File: config.mk
export PLATFORM = sky130hd
export DESIGN_NAME = port_cfg
export DESIGN_NICKNAME = d
export VERILOG_FILES = /design/src/rtl/port_cfg_pkg.sv /design/src/rtl/port_cfg.sv
export SDC_FILE = /design/constraint.sdc
export NUM_CORES = 1
export LEC_CHECK = 0
export BUFFER_PORTS_ARGS = -buffer_cell sky130_fd_sc_hd__buf_2
export CORE_MARGIN = 5
export CORE_UTILIZATION = 54
export DETAILED_ROUTE_END_ITERATION = 8
export PLACE_DENSITY = 0.86
export SYNTH_ARGS = -nofsm -noshare
export SYNTH_HDL_FRONTEND = slang
export SYNTH_SLANG_ARGS = --single-unit
File: constraint.sdc
create_clock -name mclk -period 4.6 [get_ports mclk]
set_input_delay 0.23 -clock mclk [delete_from_list [all_inputs] [get_ports mclk]]
set_output_delay 0.23 -clock mclk [all_outputs]
set_load 0.03 [all_outputs]
File: src/rtl/port_cfg_pkg.sv
// Register addresses, page codes and reset values for the port 2 / port 3 configuration block
package port_cfg_pkg;

  // ---------------------------------------------------------------
  // Register addresses
  // ---------------------------------------------------------------
  localparam logic [7:0] ADDR_PORT2_DRIVE_MODE       = 8'hA6;
  localparam logic [7:0] ADDR_PORT3_DRIVE_MODE       = 8'hAE;
  localparam logic [7:0] ADDR_PORT3_PIN_DATA         = 8'hB0;
  localparam logic [7:0] ADDR_PORT2_CROSSBAR_BYPASS  = 8'hD6;
  localparam logic [7:0] ADDR_PORT2_ANALOG_SELECT    = 8'hF3;
  localparam logic [7:0] ADDR_PORT3_ANALOG_SELECT    = 8'hF4;

  // ---------------------------------------------------------------
  // Paging and field layout
  // ---------------------------------------------------------------
  localparam logic [7:0] CONFIG_PAGE                 = 8'h0F;
  localparam int         PORT3_BIT                   = 0;

  // ---------------------------------------------------------------
  // Reset values
  // ---------------------------------------------------------------
  localparam logic [7:0] RST_PORT2_DRIVE_MODE        = 8'h00;
  localparam logic [7:0] RST_PORT2_CROSSBAR_BYPASS   = 8'h00;
  localparam logic [7:0] RST_PORT2_ANALOG_SELECT     = 8'hFF;
  localparam logic       RST_PORT3_DRIVE_MODE        = 1'b0;
  localparam logic       RST_PORT3_ANALOG_SELECT     = 1'b1;
  localparam logic       RST_PORT3_LATCH             = 1'b1;

endpackage

File: src/rtl/port_cfg.sv
// Configuration and data registers for port 2 and the single pin of port 3
`timescale 1ns/1ps

module port_cfg #(
  parameter int P2_WIDTH = 8
) (
  input  wire logic                mclk,            // System clock
  input  wire logic                resetn,          // Synchronous reset, active low
  input  wire logic [7:0]          sfr_page,        // Current register page
  input  wire logic [7:0]          sfr_addr,        // Register byte address
  input  wire logic                sfr_wr,          // Byte write strobe
  input  wire logic [7:0]          sfr_wdata,       // Byte write data
  input  wire logic                sfr_rd,          // Byte read strobe
  input  wire logic                bit_wr,          // Single-bit write strobe
  input  wire logic                bit_wval,        // Single-bit write value
  input  wire logic [7:0]          bit_addr,        // Bit address (byte address + bit index)
  output logic [7:0]               sfr_rdata,       // Read data, valid cycle after sfr_rd
  output logic                     sfr_hit,         // Read was to a decoded register
  input  wire logic                port3_pin_in,    // Raw level on the port 3 pin
  output logic                     port3_out,       // Output latch value toward the pin
  output logic                     port3_push_pull, // Effective push-pull enable
  output logic                     port3_digital,   // Pull-up and receiver enabled
  output logic [P2_WIDTH-1:0]      port2_push_pull, // Effective push-pull enables
  output logic [P2_WIDTH-1:0]      port2_digital,   // Pull-up and receiver enabled
  output logic [P2_WIDTH-1:0]      port2_skip       // Crossbar skip per pin
);

  // ---------------------------------------------------------------
  // State
  // ---------------------------------------------------------------
  typedef struct packed {
    logic [P2_WIDTH-1:0] p2_drive;
    logic [P2_WIDTH-1:0] p2_bypass;
    logic [P2_WIDTH-1:0] p2_analog_sel;
    logic                p3_drive;
    logic                p3_analog_sel;
    logic                p3_latch;
    logic [2:0]          p3_sync;
    logic                p3_level;
    logic [7:0]          rdata;
    logic                hit;
    logic [P2_WIDTH-1:0] p2_pp_out;
    logic [P2_WIDTH-1:0] p2_dig_out;
    logic [P2_WIDTH-1:0] p2_skip_out;
    logic                p3_pp_out;
    logic                p3_dig_out;
  } state_t;

  state_t state_r;
  state_t state_nxt;

  // Narrow registers sit in bit 0; upper bits always read as zero
  function automatic logic [7:0] pad_bit(input logic b);
    pad_bit = {7'h00, b};
  endfunction

  function automatic logic [7:0] pad_p2(input logic [P2_WIDTH-1:0] v);
    logic [7:0] tmp;
    tmp = 8'h00;
    tmp[P2_WIDTH-1:0] = v;
    pad_p2 = tmp;
  endfunction

  // Byte and bit accesses share one address for the data register
  function automatic logic is_p3_data(input logic [7:0] a);
    is_p3_data = (a == port_cfg_pkg::ADDR_PORT3_PIN_DATA);
  endfunction

  // ---------------------------------------------------------------
  // Address decode
  // ---------------------------------------------------------------
  // Page only gates the configuration registers; the data register
  // must stay reachable from code running on any page
  logic cfg_page;
  logic wr_p3_byte;
  logic wr_p3_bit;
  logic rd_p3_data;

  always_comb begin
    cfg_page   = (sfr_page == port_cfg_pkg::CONFIG_PAGE);
    wr_p3_byte = sfr_wr && is_p3_data(sfr_addr);
    wr_p3_bit  = bit_wr && is_p3_data(bit_addr);
    rd_p3_data = sfr_rd && is_p3_data(sfr_addr);

    state_nxt = state_r;

    // -------------------------------------------------------------
    // Writes
    // -------------------------------------------------------------
    if (sfr_wr && cfg_page) begin
      case (sfr_addr)
        port_cfg_pkg::ADDR_PORT2_DRIVE_MODE: begin
          state_nxt.p2_drive = sfr_wdata[P2_WIDTH-1:0];
        end
        port_cfg_pkg::ADDR_PORT2_CROSSBAR_BYPASS: begin
          state_nxt.p2_bypass = sfr_wdata[P2_WIDTH-1:0];
        end
        port_cfg_pkg::ADDR_PORT2_ANALOG_SELECT: begin
          state_nxt.p2_analog_sel = sfr_wdata[P2_WIDTH-1:0];
        end
        // Narrow registers keep bit 0 only; the rest of the byte is dropped
        port_cfg_pkg::ADDR_PORT3_DRIVE_MODE: begin
          state_nxt.p3_drive = sfr_wdata[port_cfg_pkg::PORT3_BIT];
        end
        port_cfg_pkg::ADDR_PORT3_ANALOG_SELECT: begin
          state_nxt.p3_analog_sel = sfr_wdata[port_cfg_pkg::PORT3_BIT];
        end
        default: begin
        end
      endcase
    end
    // Bit write wins over a simultaneous byte write
    if (wr_p3_byte) begin
      state_nxt.p3_latch = sfr_wdata[port_cfg_pkg::PORT3_BIT];
    end
    if (wr_p3_bit) begin
      state_nxt.p3_latch = bit_wval;
    end

    // -------------------------------------------------------------
    // Pin sampling: change counts once stages two and three agree
    // -------------------------------------------------------------
    // First stage may go metastable and is never used as data
    // Agreement of the last two filters a level that flips for one cycle
    state_nxt.p3_sync = {state_r.p3_sync[1:0], port3_pin_in};
    if (state_r.p3_sync[1] == state_r.p3_sync[2]) begin
      state_nxt.p3_level = state_r.p3_sync[2];
    end

    // -------------------------------------------------------------
    // Reads
    // -------------------------------------------------------------
    // Read data is zero whenever no decoded read is under way
    state_nxt.rdata = 8'h00;
    state_nxt.hit   = 1'b0;
    if (rd_p3_data) begin
      // Receiver off in analog mode, so the pin reads low
      state_nxt.rdata = pad_bit(state_r.p3_level && state_r.p3_analog_sel);
      state_nxt.hit   = 1'b1;
    end else if (sfr_rd && cfg_page) begin
      state_nxt.hit = 1'b1;
      case (sfr_addr)
        port_cfg_pkg::ADDR_PORT2_DRIVE_MODE: begin
          state_nxt.rdata = pad_p2(state_r.p2_drive);
        end
        port_cfg_pkg::ADDR_PORT2_CROSSBAR_BYPASS: begin
          state_nxt.rdata = pad_p2(state_r.p2_bypass);
        end
        port_cfg_pkg::ADDR_PORT2_ANALOG_SELECT: begin
          state_nxt.rdata = pad_p2(state_r.p2_analog_sel);
        end
        port_cfg_pkg::ADDR_PORT3_DRIVE_MODE: begin
          state_nxt.rdata = pad_bit(state_r.p3_drive);
        end
        port_cfg_pkg::ADDR_PORT3_ANALOG_SELECT: begin
          state_nxt.rdata = pad_bit(state_r.p3_analog_sel);
        end
        default: begin
          state_nxt.hit = 1'b0;
        end
      endcase
    end

    // -------------------------------------------------------------
    // Pad controls, registered from the new configuration
    // -------------------------------------------------------------
    // Analog pins lose push-pull even while a stale drive bit is set
    state_nxt.p2_pp_out   = state_nxt.p2_drive & state_nxt.p2_analog_sel;
    state_nxt.p2_dig_out  = state_nxt.p2_analog_sel;
    state_nxt.p2_skip_out = state_nxt.p2_bypass;
    state_nxt.p3_pp_out   = state_nxt.p3_drive & state_nxt.p3_analog_sel;
    state_nxt.p3_dig_out  = state_nxt.p3_analog_sel;
  end

  // ---------------------------------------------------------------
  // Registers
  // ---------------------------------------------------------------
  always_ff @(posedge mclk) begin
    if (!resetn) begin
      // Pin level starts low; data reads settle a few cycles after reset
      state_r               <= '0;
      state_r.p2_drive      <= port_cfg_pkg::RST_PORT2_DRIVE_MODE[P2_WIDTH-1:0];
      state_r.p2_bypass     <= port_cfg_pkg::RST_PORT2_CROSSBAR_BYPASS[P2_WIDTH-1:0];
      state_r.p2_analog_sel <= port_cfg_pkg::RST_PORT2_ANALOG_SELECT[P2_WIDTH-1:0];
      state_r.p3_drive      <= port_cfg_pkg::RST_PORT3_DRIVE_MODE;
      state_r.p3_analog_sel <= port_cfg_pkg::RST_PORT3_ANALOG_SELECT;
      state_r.p3_latch      <= port_cfg_pkg::RST_PORT3_LATCH;
      state_r.p2_dig_out    <= port_cfg_pkg::RST_PORT2_ANALOG_SELECT[P2_WIDTH-1:0];
      state_r.p3_dig_out    <= port_cfg_pkg::RST_PORT3_ANALOG_SELECT;
    end else begin
      state_r <= state_nxt;
    end
  end

  // ---------------------------------------------------------------
  // Outputs
  // ---------------------------------------------------------------
  // Every pad control leaves straight from a flop, so no decode glitch reaches a pin
  assign sfr_rdata       = state_r.rdata;
  assign sfr_hit         = state_r.hit;
  assign port3_out       = state_r.p3_latch;
  assign port3_push_pull = state_r.p3_pp_out;
  assign port3_digital   = state_r.p3_dig_out;
  assign port2_push_pull = state_r.p2_pp_out;
  assign port2_digital   = state_r.p2_dig_out;
  assign port2_skip      = state_r.p2_skip_out;

endmodule

==> impl_metrics.tcl <==
set metrics [dict create \
    outcome "finished clean" \
    avgSynthCellArea_um2 10.07 \
    synth-edff-count 0 \
    ctsHtreeMaxLevel 2 \
    hp-class "in -> reg" \
    p_sw_share_pct 23.07 \
    cts_root_buffer "clkbuf_8" \
    synth_area_leaders "dfxtp_1, buf_4, mux2i_1, nor2b_1, nor3b_2" \
    fin_crit_sh_pct 43.42 \
    track_usage_pct 19.01 \
    overflow 0 \
    pwr-share-clk_pct 35.3 \
    clk_latency_ps 300 \
    max_cap_viol_count 0 \
    syn-cell-area_mm2 0.002336 \
    endpoint_kind "flop" \
    drive_above_1_share_pct 39.05 \
    detail_route.vias_per_cell 5.632 \
    dpl.hpwl_mm 3.901 \
    ys_warn_count 0 \
    post_drt_wl_per_cell_um 16.11 \
    timing.setup.tns_ps 0 \
    drtIter0Drc 122 \
    place_ws_ps 2267 \
    die_x_um 75.77 \
    cts_tree "done" \
    maxSlewHeadroom_pct 40.16 \
    ys_types 41 \
    portBuffers 74 \
    fmax_mhz 500.6 \
    path_max_fanout 10 \
    finalMaxSlewViolations 0 \
    p_leak_nw 1.001 \
    core_mm2 0.004264 \
    rsz0062_at_grt "false" \
    place.gp.congestion 0.8455 \
    grt_start_max_net_pins 42 \
    finalNonFillerCells 326 \
    layout_commonest_cell "buf_2" \
    antenna_found_initial 0 \
    cp-start-kind "input pin" \
    die_area_mm2 0.005741 \
    synth_top_cell_by_area "dfxtp_1" \
    start_util_pct 54.78 \
    dieHeight_um 75.77 \
    vdd_drop_max_v 0.0001807 \
    hold_buffers 0 \
    post_cts_resized 0 \
    syn_inst 232 \
    power_frac_comb_pct 5.6 \
    yosys.area.top_type_share_pct 41.99 \
    fin_nets 312 \
    ios 75 \
    seq_area_um2 980.9 \
    area_delta_synth_final_pct 9.320 \
    dpl.cell_count 318 \
    diodes 0 \
    syn-num-nets 271 \
    worstSetupPathType "in -> reg" \
    layout_common_cells "buf_2, dfxtp_1, nor2_1" \
    cts_made_buffers 5 \
    ys_seq_area_share_pct 41.99 \
    period_needed_ps 1998 \
    clk_path_buf_depth 2 \
    finalHoldViolations 0 \
    ys_ff_latch 49 \
    power.switching_uw 165.7 \
    power.density_mw_per_mm2 281.3 \
    vias 1836 \
    dominantRegCellSynth "dfxtp_1" \
    crit_required_ps 4800 \
    fill_cells 367 \
    critPathArrivalTime_ps 2200 \
    clock_sinks 49 \
    wl_mm 5.253 \
    drc 0 \
    p_total_uw 718.4 \
    clk_pin_slew_worst_paths_ps 90 \
    grt_pass1_wl_mm 8.245 \
    finalClockSkew_ps 4.966 \
    setup_violations 0 \
    async_reset_ff_share_pct 0 \
    intPower_uw 552.7 \
    dr.pass1.iters 5 \
    postRouteAntennaNets 0 \
    p_seq_share_pct 59.2 \
    grt_pass1_vias 1844 \
    worst_pin_slew_ps 890.2 \
    multi_input_area_mm2 0.001035 \
    core.rowCount 24 \
    cts_setup_buffers 0 \
    setup_slack_ps 2602 \
]
cell type report:
cell class	instances	share of cell area (%)
Clock buffer	5	2.695
Timing Repair Buffer	75	14.80
Multi-Input combinational cell	141	40.52
Clock inverter	3	0.8819
Inverter	1	0.1470
Sequential cell	49	38.41
Tap cell	52	2.548
cell usage after synthesis, types with 2 or more instances:
| cell type | instances |
|---|---|
| nand4_1 | 2 |
| nor3_1 | 4 |
| o22ai_2 | 8 |
| mux2i_1 | 18 |
| clkbuf_1 | 3 |
| a22oi_1 | 2 |
| dfxtp_1 | 49 |
| nand3_1 | 4 |
| buf_4 | 32 |
| a222oi_1 | 7 |
| buf_12 | 2 |
| nand2_1 | 10 |
| and2_1 | 4 |
| o21ai_0 | 11 |
| nor3b_2 | 8 |
| buf_2 | 2 |
| nor2b_1 | 17 |
| nor2_1 | 26 |
per-layer routing:
layer / vias up / GRT usage [%] / routed length (um)
met5: - / 0 / 0
met4: 0 / 8.932 / 107
met3: 12 / 5.805 / 387
met2: 72 / 32.51 / 2699
met1: 880 / 21.48 / 2058
li1: 872 / - / -
critical path: stages:
cell and delay [ps]:
buf_2 130, nand4b_1 210, nor4_2 760, and2_1 530
mux2i_1 260, nor2b_1 70
metrics by stage:
step / util [%] / cell area [um^2] / hold slack (ps)
4_1_cts: 59.89 / 2554 / 128.6
5_1_grt: 59.89 / 2554 / 150.5
3_5_place_dp: 57.75 / 2462 / 426.3
2_1_floorplan: - / 2336 / 357.3
3_3_place_gp: 57.75 / 2462 / 417.2
6_report: 59.89 / 2554 / 131.3
kinds of logic after synthesis:
family                 after synthesis  share of synthesized area, %
multiplexers                        18                         7.713
AO/OA/AOI/OAI                       33                         12.00
AND/OR/NAND/NOR                     90                         24.59
buffers and inverters               42                         13.71
flip-flops                          49                         41.99
power by group through the flow:
| stage | Sequential (mW) | Combinational [mW] | Clock [mW] |
|---|---|---|---|
| 2_1_floorplan | 0.435 | 0.0146 | 0 |
| 3_3_place_gp | 0.435 | 0.0382 | 0 |
| 3_5_place_dp | 0.435 | 0.0399 | 0 |
| 4_1_cts | 0.425 | 0.0399 | 0.259 |
| 5_1_grt | 0.426 | 0.0434 | 0.277 |
| 6_report | 0.425 | 0.0399 | 0.253 |
flip-flops by register name, indices dropped and copies added, names as in the netlist:
register / count
state_r: 11
port2_digital: 8
port2_push_pull: 8
port2_skip: 8
sfr_rdata: 8
state_nxt: 2
port3_digital: 1
port3_out: 1
port3_push_pull: 1
sfr_hit: 1
worst paths after layout:
check | cells after the start | slack [ps] | from | end
setup / recovery | 6 | 2600 | sfr_addr[3] | port2_skip[4]
hold / removal | 2 | 130 | port3_pin_in | state_nxt[37]
setup reg to reg | 3 | 3640 | port2_skip[0] | sfr_rdata[0]
hold reg to reg | 1 | 440 | state_nxt[37] | state_nxt[38]
Note: power is estimated with default switching activity, not from simulation.
